<file path="config.mk">
export PLATFORM = sky130hd
export DESIGN_NAME = sac_adc_ctrl
export DESIGN_NICKNAME = d
export VERILOG_FILES = /design/src/design/sac_pkg.sv /design/src/design/sac_sar_if.sv /design/src/design/sac_sar_core.sv /design/src/design/sac_adc_ctrl.sv
export VERILOG_INCLUDE_DIRS = /design/src /design/src/design
export SDC_FILE = /design/constraint.sdc
export NUM_CORES = 1
export LEC_CHECK = 0
export BUFFER_PORTS_ARGS = -buffer_cell sky130_fd_sc_hd__buf_4
export CORE_ASPECT_RATIO = 0.5
export CORE_MARGIN = 5
export CORE_UTILIZATION = 59
export CTS_BUF_LIST = sky130_fd_sc_hd__clkbuf_8
export CTS_CLUSTER_DIAMETER = 200
export DETAILED_ROUTE_END_ITERATION = 10
export PLACE_DENSITY = 0.85
export REMOVE_ABC_BUFFERS = 1
export SLEW_MARGIN = 20
export SYNTH_ARGS = -nofsm -noshare
export SYNTH_HDL_FRONTEND = slang
export SYNTH_SLANG_ARGS = --single-unit
export TNS_END_PERCENT = 30
</file>
<file path="constraint.sdc">
create_clock -name ref_clk -period 6.04 [get_ports ref_clk]
set_input_delay 0.604 -clock ref_clk [delete_from_list [all_inputs] [get_ports ref_clk]]
set_output_delay 0.604 -clock ref_clk [all_outputs]
set_load 0.005 [all_outputs]
</file>
<file path="src/design/sac_params.svh">
// constants of the successive-approximation conversion controller
`ifndef SAC_PARAMS_SVH
`define SAC_PARAMS_SVH

// =====================================================================
// converter geometry
`define SAC_RES_BITS 10
`define SAC_HI_BITS 8
`define SAC_LO_BITS 2

// =====================================================================
// timing, in their own units
`define SAC_CLK_MHZ 250
`define SAC_T_CS_NS 500
`define SAC_T_DSC_NS 1500
`define SAC_T_STEP_NS 2000
`define SAC_T_CONV_MAX_NS 30000

// =====================================================================
// apb byte addresses
`define SAC_ADDR_W 12
`define SAC_ADDR_CTRL 12'h000
`define SAC_ADDR_STATUS 12'h004
`define SAC_ADDR_RESULT 12'h008
`define SAC_ADDR_INT_STAT 12'h00C
`define SAC_ADDR_INT_MASK 12'h010

// =====================================================================
// field positions
`define SAC_CTRL_START 0
`define SAC_STAT_BUSY 0
`define SAC_STAT_VALID 1
`define SAC_STAT_UNIPOLAR 2
`define SAC_INT_DONE 0
`define SAC_INT_ABORT 1
`define SAC_INT_W 2

// =====================================================================
// reset values
`define SAC_INT_MASK_RST 2'h0
// enables released and range unipolar, so no offset pulse after reset
`define SAC_SYNC_RST 5'h07
`define SAC_SYNC_W 5

`endif

</file>
<file path="src/design/sac_pkg.sv">
// types shared by the conversion controller modules
package sac_pkg;

   // ==================================================================
   // sequencer states
   typedef enum logic [1:0] {
      st_idle = 2'b00,
      st_hold = 2'b01,
      st_run = 2'b10
   } sac_state_type;

endpackage : sac_pkg

</file>
<file path="src/design/sac_sar_if.sv">
// link between the sequencer and the approximation register core
`timescale 1ns/1ns

interface sac_sar_if #(
   parameter int W = 10
) ();
   logic rst_n; // synchronised reset, active low
   logic ce; // clock enable
   logic clear; // wipe result, stop trial
   logic go; // start trial at msb
   logic sample; // take one comparator decision
   logic comp_gt; // dac sum above input
   logic [W-1:0] code; // register contents, partial or final
   logic busy; // trial in progress
   logic finish; // one-cycle pulse after lsb decided

   modport ctrl (
      output rst_n, ce, clear, go, sample, comp_gt,
      input code, busy, finish
   );
   modport core (
      input rst_n, ce, clear, go, sample, comp_gt,
      output code, busy, finish
   );
endinterface : sac_sar_if

</file>
<file path="src/design/sac_sar_core.sv">
// successive approximation register, one decision per sample strobe
`timescale 1ns/1ns

module sac_sar_core #(
   parameter int W = 10
) (
   // clock
   input wire logic ref_clk,
   // sequencer side
   sac_sar_if.core sif
);

   localparam int IW = $clog2(W);
   localparam logic [IW-1:0] TOP_IDX = IW'(W - 1);
   localparam logic [IW-1:0] IDX_ZERO = '0;

   logic [W-1:0] code_ff; // trial and decided bits
   logic [IW-1:0] idx_ff; // bit now under trial
   logic busy_ff; // sequence running
   logic finish_ff; // end-of-conversion pulse

   // ==================================================================
   // approximation register
   // clear has top priority so a new start always aborts cleanly
   always_ff @(posedge ref_clk or negedge sif.rst_n) begin
      if (!sif.rst_n) begin
         code_ff <= '0;
         idx_ff <= '0;
         busy_ff <= 1'b0;
         finish_ff <= 1'b0;
      end else if (sif.ce) begin
         finish_ff <= 1'b0;
         if (sif.clear) begin
            // wipe the previous result on the start edge
            code_ff <= '0;
            idx_ff <= TOP_IDX;
            busy_ff <= 1'b0;
         end else if (sif.go) begin
            code_ff <= '0;
            code_ff[TOP_IDX] <= 1'b1;
            idx_ff <= TOP_IDX;
            busy_ff <= 1'b1;
         end else if (sif.sample && busy_ff) begin
            // drop bit when sum exceeds input
            if (sif.comp_gt) begin
               code_ff[idx_ff] <= 1'b0;
            end
            if (idx_ff == IDX_ZERO) begin
               // final code now held until next start
               busy_ff <= 1'b0;
               finish_ff <= 1'b1;
            end else begin
               code_ff[idx_ff - 1'b1] <= 1'b1;
               idx_ff <= idx_ff - 1'b1;
            end
         end
      end
   end

   assign sif.code = code_ff;
   assign sif.busy = busy_ff;
   assign sif.finish = finish_ff;

endmodule : sac_sar_core

</file>
<file path="src/design/sac_adc_ctrl.sv">
// top of the successive-approximation conversion controller
//
// The address map and the APB slave port were decided locally.
`timescale 1ns/1ns
`include "sac_params.svh"

module sac_adc_ctrl #(
   parameter int W = `SAC_RES_BITS,
   parameter int STEP_CYC = (`SAC_T_STEP_NS * `SAC_CLK_MHZ + 999) / 1000,
   parameter int CS_CYC = (`SAC_T_CS_NS * `SAC_CLK_MHZ + 999) / 1000
) (
   // clock, reset, enable
   input wire logic ref_clk,
   input wire logic nrst,
   input wire logic clk_en,
   // apb slave
   input wire logic psel,
   input wire logic penable,
   input wire logic pwrite,
   input wire logic [`SAC_ADDR_W-1:0] paddr,
   input wire logic [31:0] pwdata,
   output logic [31:0] prdata,
   output logic pready,
   output logic pslverr,
   // converter pins
   input wire logic convert,
   input wire logic range_unipolar,
   input wire logic upper_byte_output_enable_n,
   input wire logic lower_byte_output_enable_n,
   output logic conversion_done_n,
   output logic [`SAC_HI_BITS-1:0] data_hi_o,
   output logic data_hi_oe,
   output logic [`SAC_LO_BITS-1:0] data_lo_o,
   output logic data_lo_oe,
   // analog front end
   input wire logic comp_gt,
   output logic [W-1:0] dac_code,
   output logic offset_inject,
   // interrupt
   output logic irq
);

   // ==================================================================
   // derived counts
   localparam int SW = $clog2(STEP_CYC + 1);
   localparam int CW = $clog2(CS_CYC + 1);
   localparam logic [SW-1:0] STEP_LAST = SW'(STEP_CYC - 1);
   localparam logic [CW-1:0] CS_LAST = CW'(CS_CYC - 1);
   localparam logic [CW-1:0] CS_ZERO = '0;
   // done line reaction bound, kept for reference by integrators
   localparam int DSC_CYC = (`SAC_T_DSC_NS * `SAC_CLK_MHZ) / 1000;

   // ==================================================================
   // reset release
   logic rst_s1_ff; // first stage, read only by second
   logic rst_n_ff; // synchronised reset used everywhere

   // two flops so release never lands near a clock edge
   always_ff @(posedge ref_clk or negedge nrst) begin
      if (!nrst) begin
         rst_s1_ff <= 1'b0;
         rst_n_ff <= 1'b0;
      end else begin
         rst_s1_ff <= 1'b1;
         rst_n_ff <= rst_s1_ff;
      end
   end

   // ==================================================================
   // pin synchronisers
   logic [`SAC_SYNC_W-1:0] pin_raw; // raw asynchronous pins
   logic [`SAC_SYNC_W-1:0] pin_s1_ff; // first stage only
   logic [`SAC_SYNC_W-1:0] pin_s2_ff; // safe copy
   logic conv_pin; // synchronised start pin
   logic comp_s; // synchronised comparator
   logic uni_s; // synchronised range select
   logic ube_n_s; // synchronised upper enable
   logic lbe_n_s; // synchronised lower enable

   assign pin_raw = {convert, comp_gt, range_unipolar,
                     upper_byte_output_enable_n,
                     lower_byte_output_enable_n};

   // enables reset to released so buffers start floating
   always_ff @(posedge ref_clk or negedge rst_n_ff) begin
      if (!rst_n_ff) begin
         pin_s1_ff <= `SAC_SYNC_RST;
         pin_s2_ff <= `SAC_SYNC_RST;
      end else if (clk_en) begin
         pin_s1_ff <= pin_raw;
         pin_s2_ff <= pin_s1_ff;
      end
   end

   assign {conv_pin, comp_s, uni_s, ube_n_s, lbe_n_s} = pin_s2_ff;

   // ==================================================================
   // software start pulse
   logic sw_conv_ff; // internal start level from software
   logic [CW-1:0] sw_cnt_ff; // remaining width of that level
   logic wr_ctrl; // accepted write to control register

   // stretches a register write into a pulse of full start width
   always_ff @(posedge ref_clk or negedge rst_n_ff) begin
      if (!rst_n_ff) begin
         sw_conv_ff <= 1'b0;
         sw_cnt_ff <= '0;
      end else if (clk_en) begin
         if (wr_ctrl && pwdata[`SAC_CTRL_START]) begin
            // own start always meets minimum width
            sw_conv_ff <= 1'b1;
            sw_cnt_ff <= CS_LAST;
         end else if (sw_conv_ff) begin
            if (sw_cnt_ff == CS_ZERO) begin
               sw_conv_ff <= 1'b0;
            end else begin
               sw_cnt_ff <= sw_cnt_ff - 1'b1;
            end
         end
      end
   end

   // ==================================================================
   // start edge detection
   logic conv_lvl; // combined start level
   logic conv_prev_ff; // start level one cycle ago
   logic conv_rise; // leading edge
   logic conv_fall; // trailing edge

   assign conv_lvl = conv_pin | sw_conv_ff;
   assign conv_rise = conv_lvl & ~conv_prev_ff;
   assign conv_fall = ~conv_lvl & conv_prev_ff;

   always_ff @(posedge ref_clk or negedge rst_n_ff) begin
      if (!rst_n_ff) begin
         conv_prev_ff <= 1'b0;
      end else if (clk_en) begin
         conv_prev_ff <= conv_lvl;
      end
   end

   // ==================================================================
   // sequencer
   sac_sar_if #(.W(W)) sif ();
   sac_pkg::sac_state_type state_ff; // sequencer state
   logic [SW-1:0] step_cnt_ff; // cycles within one bit step
   logic done_n_ff; // active-low done line
   logic ev_done; // conversion finished this cycle
   logic ev_abort; // running conversion cut short

   assign sif.rst_n = rst_n_ff;
   assign sif.ce = clk_en;
   assign sif.clear = conv_rise;
   // trial only after the trailing edge
   assign sif.go = (state_ff == sac_pkg::st_hold) && conv_fall;
   assign sif.sample = (state_ff == sac_pkg::st_run) &&
                       (step_cnt_ff == STEP_LAST);
   assign sif.comp_gt = comp_s;
   assign ev_done = sif.finish;
   // new start during a run aborts it
   assign ev_abort = conv_rise && (state_ff == sac_pkg::st_run);

   sac_sar_core #(.W(W)) u_core (
      .ref_clk(ref_clk),
      .sif(sif.core)
   );

   // state walk: idle -> hold while start high -> run -> idle
   always_ff @(posedge ref_clk or negedge rst_n_ff) begin
      if (!rst_n_ff) begin
         state_ff <= sac_pkg::st_idle;
      end else if (clk_en) begin
         case (state_ff)
            sac_pkg::st_idle: begin
               if (conv_rise) begin
                  state_ff <= sac_pkg::st_hold;
               end
            end
            sac_pkg::st_hold: begin
               // wait here while start stays high
               if (conv_fall) begin
                  state_ff <= sac_pkg::st_run;
               end
            end
            sac_pkg::st_run: begin
               if (conv_rise) begin
                  state_ff <= sac_pkg::st_hold;
               end else if (ev_done) begin
                  state_ff <= sac_pkg::st_idle;
               end
            end
            default: begin
               state_ff <= sac_pkg::st_idle;
            end
         endcase
      end
   end

   // step timer restarts with every bit so steps are equal length
   always_ff @(posedge ref_clk or negedge rst_n_ff) begin
      if (!rst_n_ff) begin
         step_cnt_ff <= '0;
      end else if (clk_en) begin
         if (state_ff != sac_pkg::st_run || sif.sample) begin
            step_cnt_ff <= '0;
         end else begin
            step_cnt_ff <= step_cnt_ff + 1'b1;
         end
      end
   end

   // done line high from reset: no result is valid yet
   always_ff @(posedge ref_clk or negedge rst_n_ff) begin
      if (!rst_n_ff) begin
         done_n_ff <= 1'b1;
      end else if (clk_en) begin
         if (conv_rise) begin
            // raise done line, far inside bound
            done_n_ff <= 1'b1;
         end else if (ev_done) begin
            // lower done line after lsb decision
            done_n_ff <= 1'b0;
         end
      end
   end

   // ==================================================================
   // pin outputs
   logic [`SAC_HI_BITS-1:0] data_hi_ff; // upper byte buffer
   logic data_hi_oe_ff; // upper buffer drive
   logic [`SAC_LO_BITS-1:0] data_lo_ff; // lower bits buffer
   logic data_lo_oe_ff; // lower buffer drive
   logic offset_ff; // bipolar offset switch

   // buffers always follow the register, so early reads see partials
   always_ff @(posedge ref_clk or negedge rst_n_ff) begin
      if (!rst_n_ff) begin
         data_hi_ff <= '0;
         data_lo_ff <= '0;
         data_hi_oe_ff <= 1'b0;
         data_lo_oe_ff <= 1'b0;
      end else if (clk_en) begin
         data_hi_ff <= sif.code[W-1 -: `SAC_HI_BITS];
         data_lo_ff <= sif.code[`SAC_LO_BITS-1:0];
         data_hi_oe_ff <= ~ube_n_s;
         data_lo_oe_ff <= ~lbe_n_s;
      end
   end

   // range is read live; changing it mid-run corrupts that result
   always_ff @(posedge ref_clk or negedge rst_n_ff) begin
      if (!rst_n_ff) begin
         offset_ff <= 1'b0;
      end else if (clk_en) begin
         // offset makes midscale the zero code
         offset_ff <= ~uni_s;
      end
   end

   // ==================================================================
   // interrupt status and mask
   logic [`SAC_INT_W-1:0] int_stat_ff; // sticky events
   logic [`SAC_INT_W-1:0] int_mask_ff; // enables per event
   logic [`SAC_INT_W-1:0] int_set; // events this cycle
   logic [`SAC_INT_W-1:0] int_clr; // write-one-to-clear mask
   logic irq_ff; // registered interrupt level
   logic wr_acc; // accepted apb write
   logic acc; // apb access completing

   assign int_set = {ev_abort, ev_done};
   assign int_clr = (wr_acc && paddr == `SAC_ADDR_INT_STAT) ?
                    pwdata[`SAC_INT_W-1:0] : '0;

   // set wins over a clear in the same cycle
   always_ff @(posedge ref_clk or negedge rst_n_ff) begin
      if (!rst_n_ff) begin
         int_stat_ff <= '0;
         int_mask_ff <= `SAC_INT_MASK_RST;
         irq_ff <= 1'b0;
      end else if (clk_en) begin
         int_stat_ff <= (int_stat_ff & ~int_clr) | int_set;
         if (wr_acc && paddr == `SAC_ADDR_INT_MASK) begin
            int_mask_ff <= pwdata[`SAC_INT_W-1:0];
         end
         irq_ff <= |(int_stat_ff & int_mask_ff);
      end
   end

   // ==================================================================
   // apb slave, one wait state per access
   logic pready_ff; // answer strobe
   logic pslverr_ff; // unmapped address
   logic [31:0] prdata_ff; // read data
   logic [31:0] rd_mux; // decoded read value
   logic hit; // address is mapped

   assign acc = psel && penable && pready_ff;
   assign wr_acc = acc && pwrite;
   assign wr_ctrl = wr_acc && (paddr == `SAC_ADDR_CTRL);

   // read decode; start bit is write-only and reads zero
   always_comb begin
      rd_mux = '0;
      hit = 1'b1;
      case (paddr)
         `SAC_ADDR_CTRL: begin
            rd_mux = '0;
         end
         `SAC_ADDR_STATUS: begin
            rd_mux[`SAC_STAT_BUSY] = (state_ff != sac_pkg::st_idle);
            rd_mux[`SAC_STAT_VALID] = ~done_n_ff;
            rd_mux[`SAC_STAT_UNIPOLAR] = uni_s;
         end
         `SAC_ADDR_RESULT: begin
            rd_mux[W-1:0] = sif.code;
         end
         `SAC_ADDR_INT_STAT: begin
            rd_mux[`SAC_INT_W-1:0] = int_stat_ff;
         end
         `SAC_ADDR_INT_MASK: begin
            rd_mux[`SAC_INT_W-1:0] = int_mask_ff;
         end
         default: begin
            hit = 1'b0;
         end
      endcase
   end

   // ready rises in the second access cycle and drops right after
   always_ff @(posedge ref_clk or negedge rst_n_ff) begin
      if (!rst_n_ff) begin
         pready_ff <= 1'b0;
         pslverr_ff <= 1'b0;
         prdata_ff <= '0;
      end else if (clk_en) begin
         pready_ff <= psel && penable && !pready_ff;
         pslverr_ff <= psel && penable && !pready_ff && !hit;
         if (psel && penable && !pready_ff && !pwrite) begin
            prdata_ff <= rd_mux;
         end
      end
   end

   // ==================================================================
   // output wiring, all from flops
   assign prdata = prdata_ff;
   assign pready = pready_ff;
   assign pslverr = pslverr_ff;
   assign conversion_done_n = done_n_ff;
   assign data_hi_o = data_hi_ff;
   assign data_hi_oe = data_hi_oe_ff;
   assign data_lo_o = data_lo_ff;
   assign data_lo_oe = data_lo_oe_ff;
   assign dac_code = sif.code;
   assign offset_inject = offset_ff;
   assign irq = irq_ff;

endmodule : sac_adc_ctrl

</file>
==> results.md <==
* Post-CTS setup buffer count at 0
* Hold path endpoint: rst_n_ff
* Avg WL per Cell at approximately 17 um
* Worst skew pair latency at roughly 350 ps
* DIE AREA at a little under 9000 um2
* CP required at about 6300 ps
* Area leader, netlist: dfrtp_1
* M1 wire length at around 4200 um
* Post-route ant nets at 0
* Sequential share of the synthesized area at between 40% and 50%
* Initial DRC Count at 381
* Placed instance count at about 530
* Top cells by area, synth: dfrtp_1, mux2_2, dfstp_2
* Synth-to-Final Area Change at 15.9%
* Setup Crit Path Kind: register to register
* Slew @ Worst Pin at 964 ps
* Post-Syn Area at around 4100 um2
* Final Hold Vio Count at 0
* Hold Path Stages at 0
* R2r endpoint: u_core.sif.busy
* Longest Clk Path Bufs at 2
* Crit Reg-Reg Startpoint: u_core.idx_ff[0]
* I/O pins at 114
* Post-layout nets at ~510
* Wire length on met3 at 651 um
* Most frequent cell after synthesis: dfrtp_1
* Largest net degree at the start of global routing at just under 80
* Met2 WL post-DR at slightly above 4000 um
* Crit path time final at between 2000 and 2500 ps
* Syn_area_per_cell at 10.5 um2
* VDD IR-drop max at 137 uV
* DIE HEIGHT at approximately 69 um
* Final TNS setup at 0 ps
* Power Density at about 250 nW/um2
* Rel. slew slack at between 30 and 40%
* Cells on worst reg2reg path at 6
* CP Launch Type: register
* Synth Instances at 396
* DRC viols at 0
* Remaining global-route overflow at 0
* Number of register bits inferred by synthesis at 79
* Placed Area at ~4600 um2
* Post-CTS Resized at 0
* TritonCTS clock tree: done
* Ant. Diodes at 0
* Chip Width at approximately 130 um
* Max Slew Vio Count at 0
* CP endpoint kind: register
* Max_cap viols at 0
* Wirelength, routed at between 9000 and 10000 um
* Arrival @ worst endpoint at 2740 ps
* Post-route cell area at around 4800 um2
* Max H-tree Level at 3
* CORE AREA at 6750 um2
* # clock sinks at 79
* Top FF cell, synth: dfrtp_1
* Post-DR vias/cell at a little over 6
* Worst-path clk slew at 80 ps
* Dpl hpwl at 6190 um
* Top cells by count, synth: dfrtp_1, o21ai_0, nand2_1
* Starting Density at 61.3%
* Clk root buf: clkbuf_8
* CP max FO at 12
* Synth cell types at 65
* Initial antenna violation count at 0
* # port buffers at 61
* Uppermost layer routed: met4
* Yosys warns at 0
* Post-route clock period utilization at approximately two fifths
* Achievable frequency at about 0.4 GHz
* Num CTS Buffers at 9
* Min-delay worst type: register to register
* DRT Pass-1 Iters at 5
* Global-route wire length before repair at 15600 um
* Synth top area share at 43.5%
* Fin cells at around 550
* Async S/R FF share, synth at 100%
* Hold path start: rst_s1_ff
* Worst Skew at between 9 and 10 ps
* Vias after detailed routing at approximately 3.3k
* GPL Wtd Cong at around 0.91
* Setup violations, final at 0
* Post-synth EDFFs at 0
* RSZ-0062 raised after global routing: no
* Global Route Usage Sum at a little over a fifth
* Vias in the first global route at 3230
* Static Leak at approximately 2.2 nW
* Outcome: completed
* Share of layout cells above drive strength 1 at between 20 and 30%
* FP Rows at 21
* Register-to-register setup slack at between 3000 and 4000 ps
[routing by layer]
layer / vias to the layer above / global-route usage (%)
li1: 1541 / -
met1: 1646 / 30.7
met2: 119 / 31.1
met3: 16 / 6.38
met4: 0 / 6.29
met5: - / 0
[power breakdown]
| part | internal (W) | total (W) | switching (W) |
|---|---|---|---|
| clock | 0.000252 | 0.000435 | 0.000183 |
| sequential | 0.000571 | 0.000618 | 0.0000469 |
| combinational | 0.0000763 | 0.000160 | 0.0000840 |
[metrics by stage]
step                setup WS, ps  utilization, %  total power (W)  hold WS (ps)
detailed placement          3190            67.7         0.000786           340
finish                      3540            71.1          0.00121           353
global route                3440            71.1          0.00127           381
CTS                         3580            71.1          0.00122           357
global placement            3200            67.6         0.000779           336
floorplan                   3450               -         0.000710           308
[worst max-delay path, stage by stage (launching register included)]
cell and delay (ps):
dfrtp_1 460, inv_1 150, ha_1 430, or3b_2 530, nor4_1 470, o21ai_0 140, a22o_1 200
[flip-flops by register name (all words and copies together), names as in the netlist, 2 cells and up]
name             count
u_core.sif.code     10
prdata              10
step_cnt_ff          9
state_ff             2
data_lo_o            2
pin_s2_ff            5
pin_s1_ff            5
u_core.idx_ff        4
sw_cnt_ff            7
data_hi_o            8
int_stat_ff          2
int_mask_ff          2
[cell type report]
| class | instances | area [um2] |
|---|---|---|
| fillers | 517 | 1950 |
| multi-input cells | 283 | 1950 |
| flip-flops and latches | 79 | 1990 |
| clock buffers | 11 | 151 |
| well taps | 92 | 115 |
| inverters | 11 | 41.3 |
| repair buffers | 64 | 483 |
| clock inverters | 5 | 72.6 |
[worst max-delay path by stage]
| stage | startpoint | end | cells after the start | slack (ps) |
|---|---|---|---|---|
| floorplan | paddr[9] | int_mask_ff[0] | 4 | 3450 |
| global placement | paddr[9] | int_mask_ff[1] | 5 | 3200 |
| detailed placement | paddr[9] | int_mask_ff[0] | 5 | 3190 |
| CTS | paddr[9] | int_mask_ff[0] | 5 | 3580 |
| global route | u_core.idx_ff[0] | u_core.sif.busy | 6 | 3440 |
| finish | u_core.idx_ff[0] | u_core.sif.busy | 6 | 3540 |
[kinds of logic after synthesis]
kind of cell / synth area share [%]
compound gates: 19.6
buf+inv: 7.01
fa+ha+maj: 2.42
mux: 6.77
xor+xnor: 0.846
simple gates: 15.3
flops: 47.9
other cells: 0.181
[what timing repair did]
| action | CTS | global route |
|---|---|---|
| setup endpoints to repair | 0 | 0 |
| hold endpoints to repair | 2 | 0 |
| hold buffers | 1 | 0 |
[cells in the final DEF (no fill, tap or decap), types with 8 or more instances in the layout]
cell / n
a22o_1: 20
ha_1: 8
o21ai_0: 26
a21oi_1: 9
nand3_1: 8
nand2_1: 23
inv_1: 13
mux2_2: 22
dfrtp_1: 71
conb_1: 23
nor2_1: 18
buf_4: 63
clkbuf_8: 11
Power figures use the tool's default switching activity.
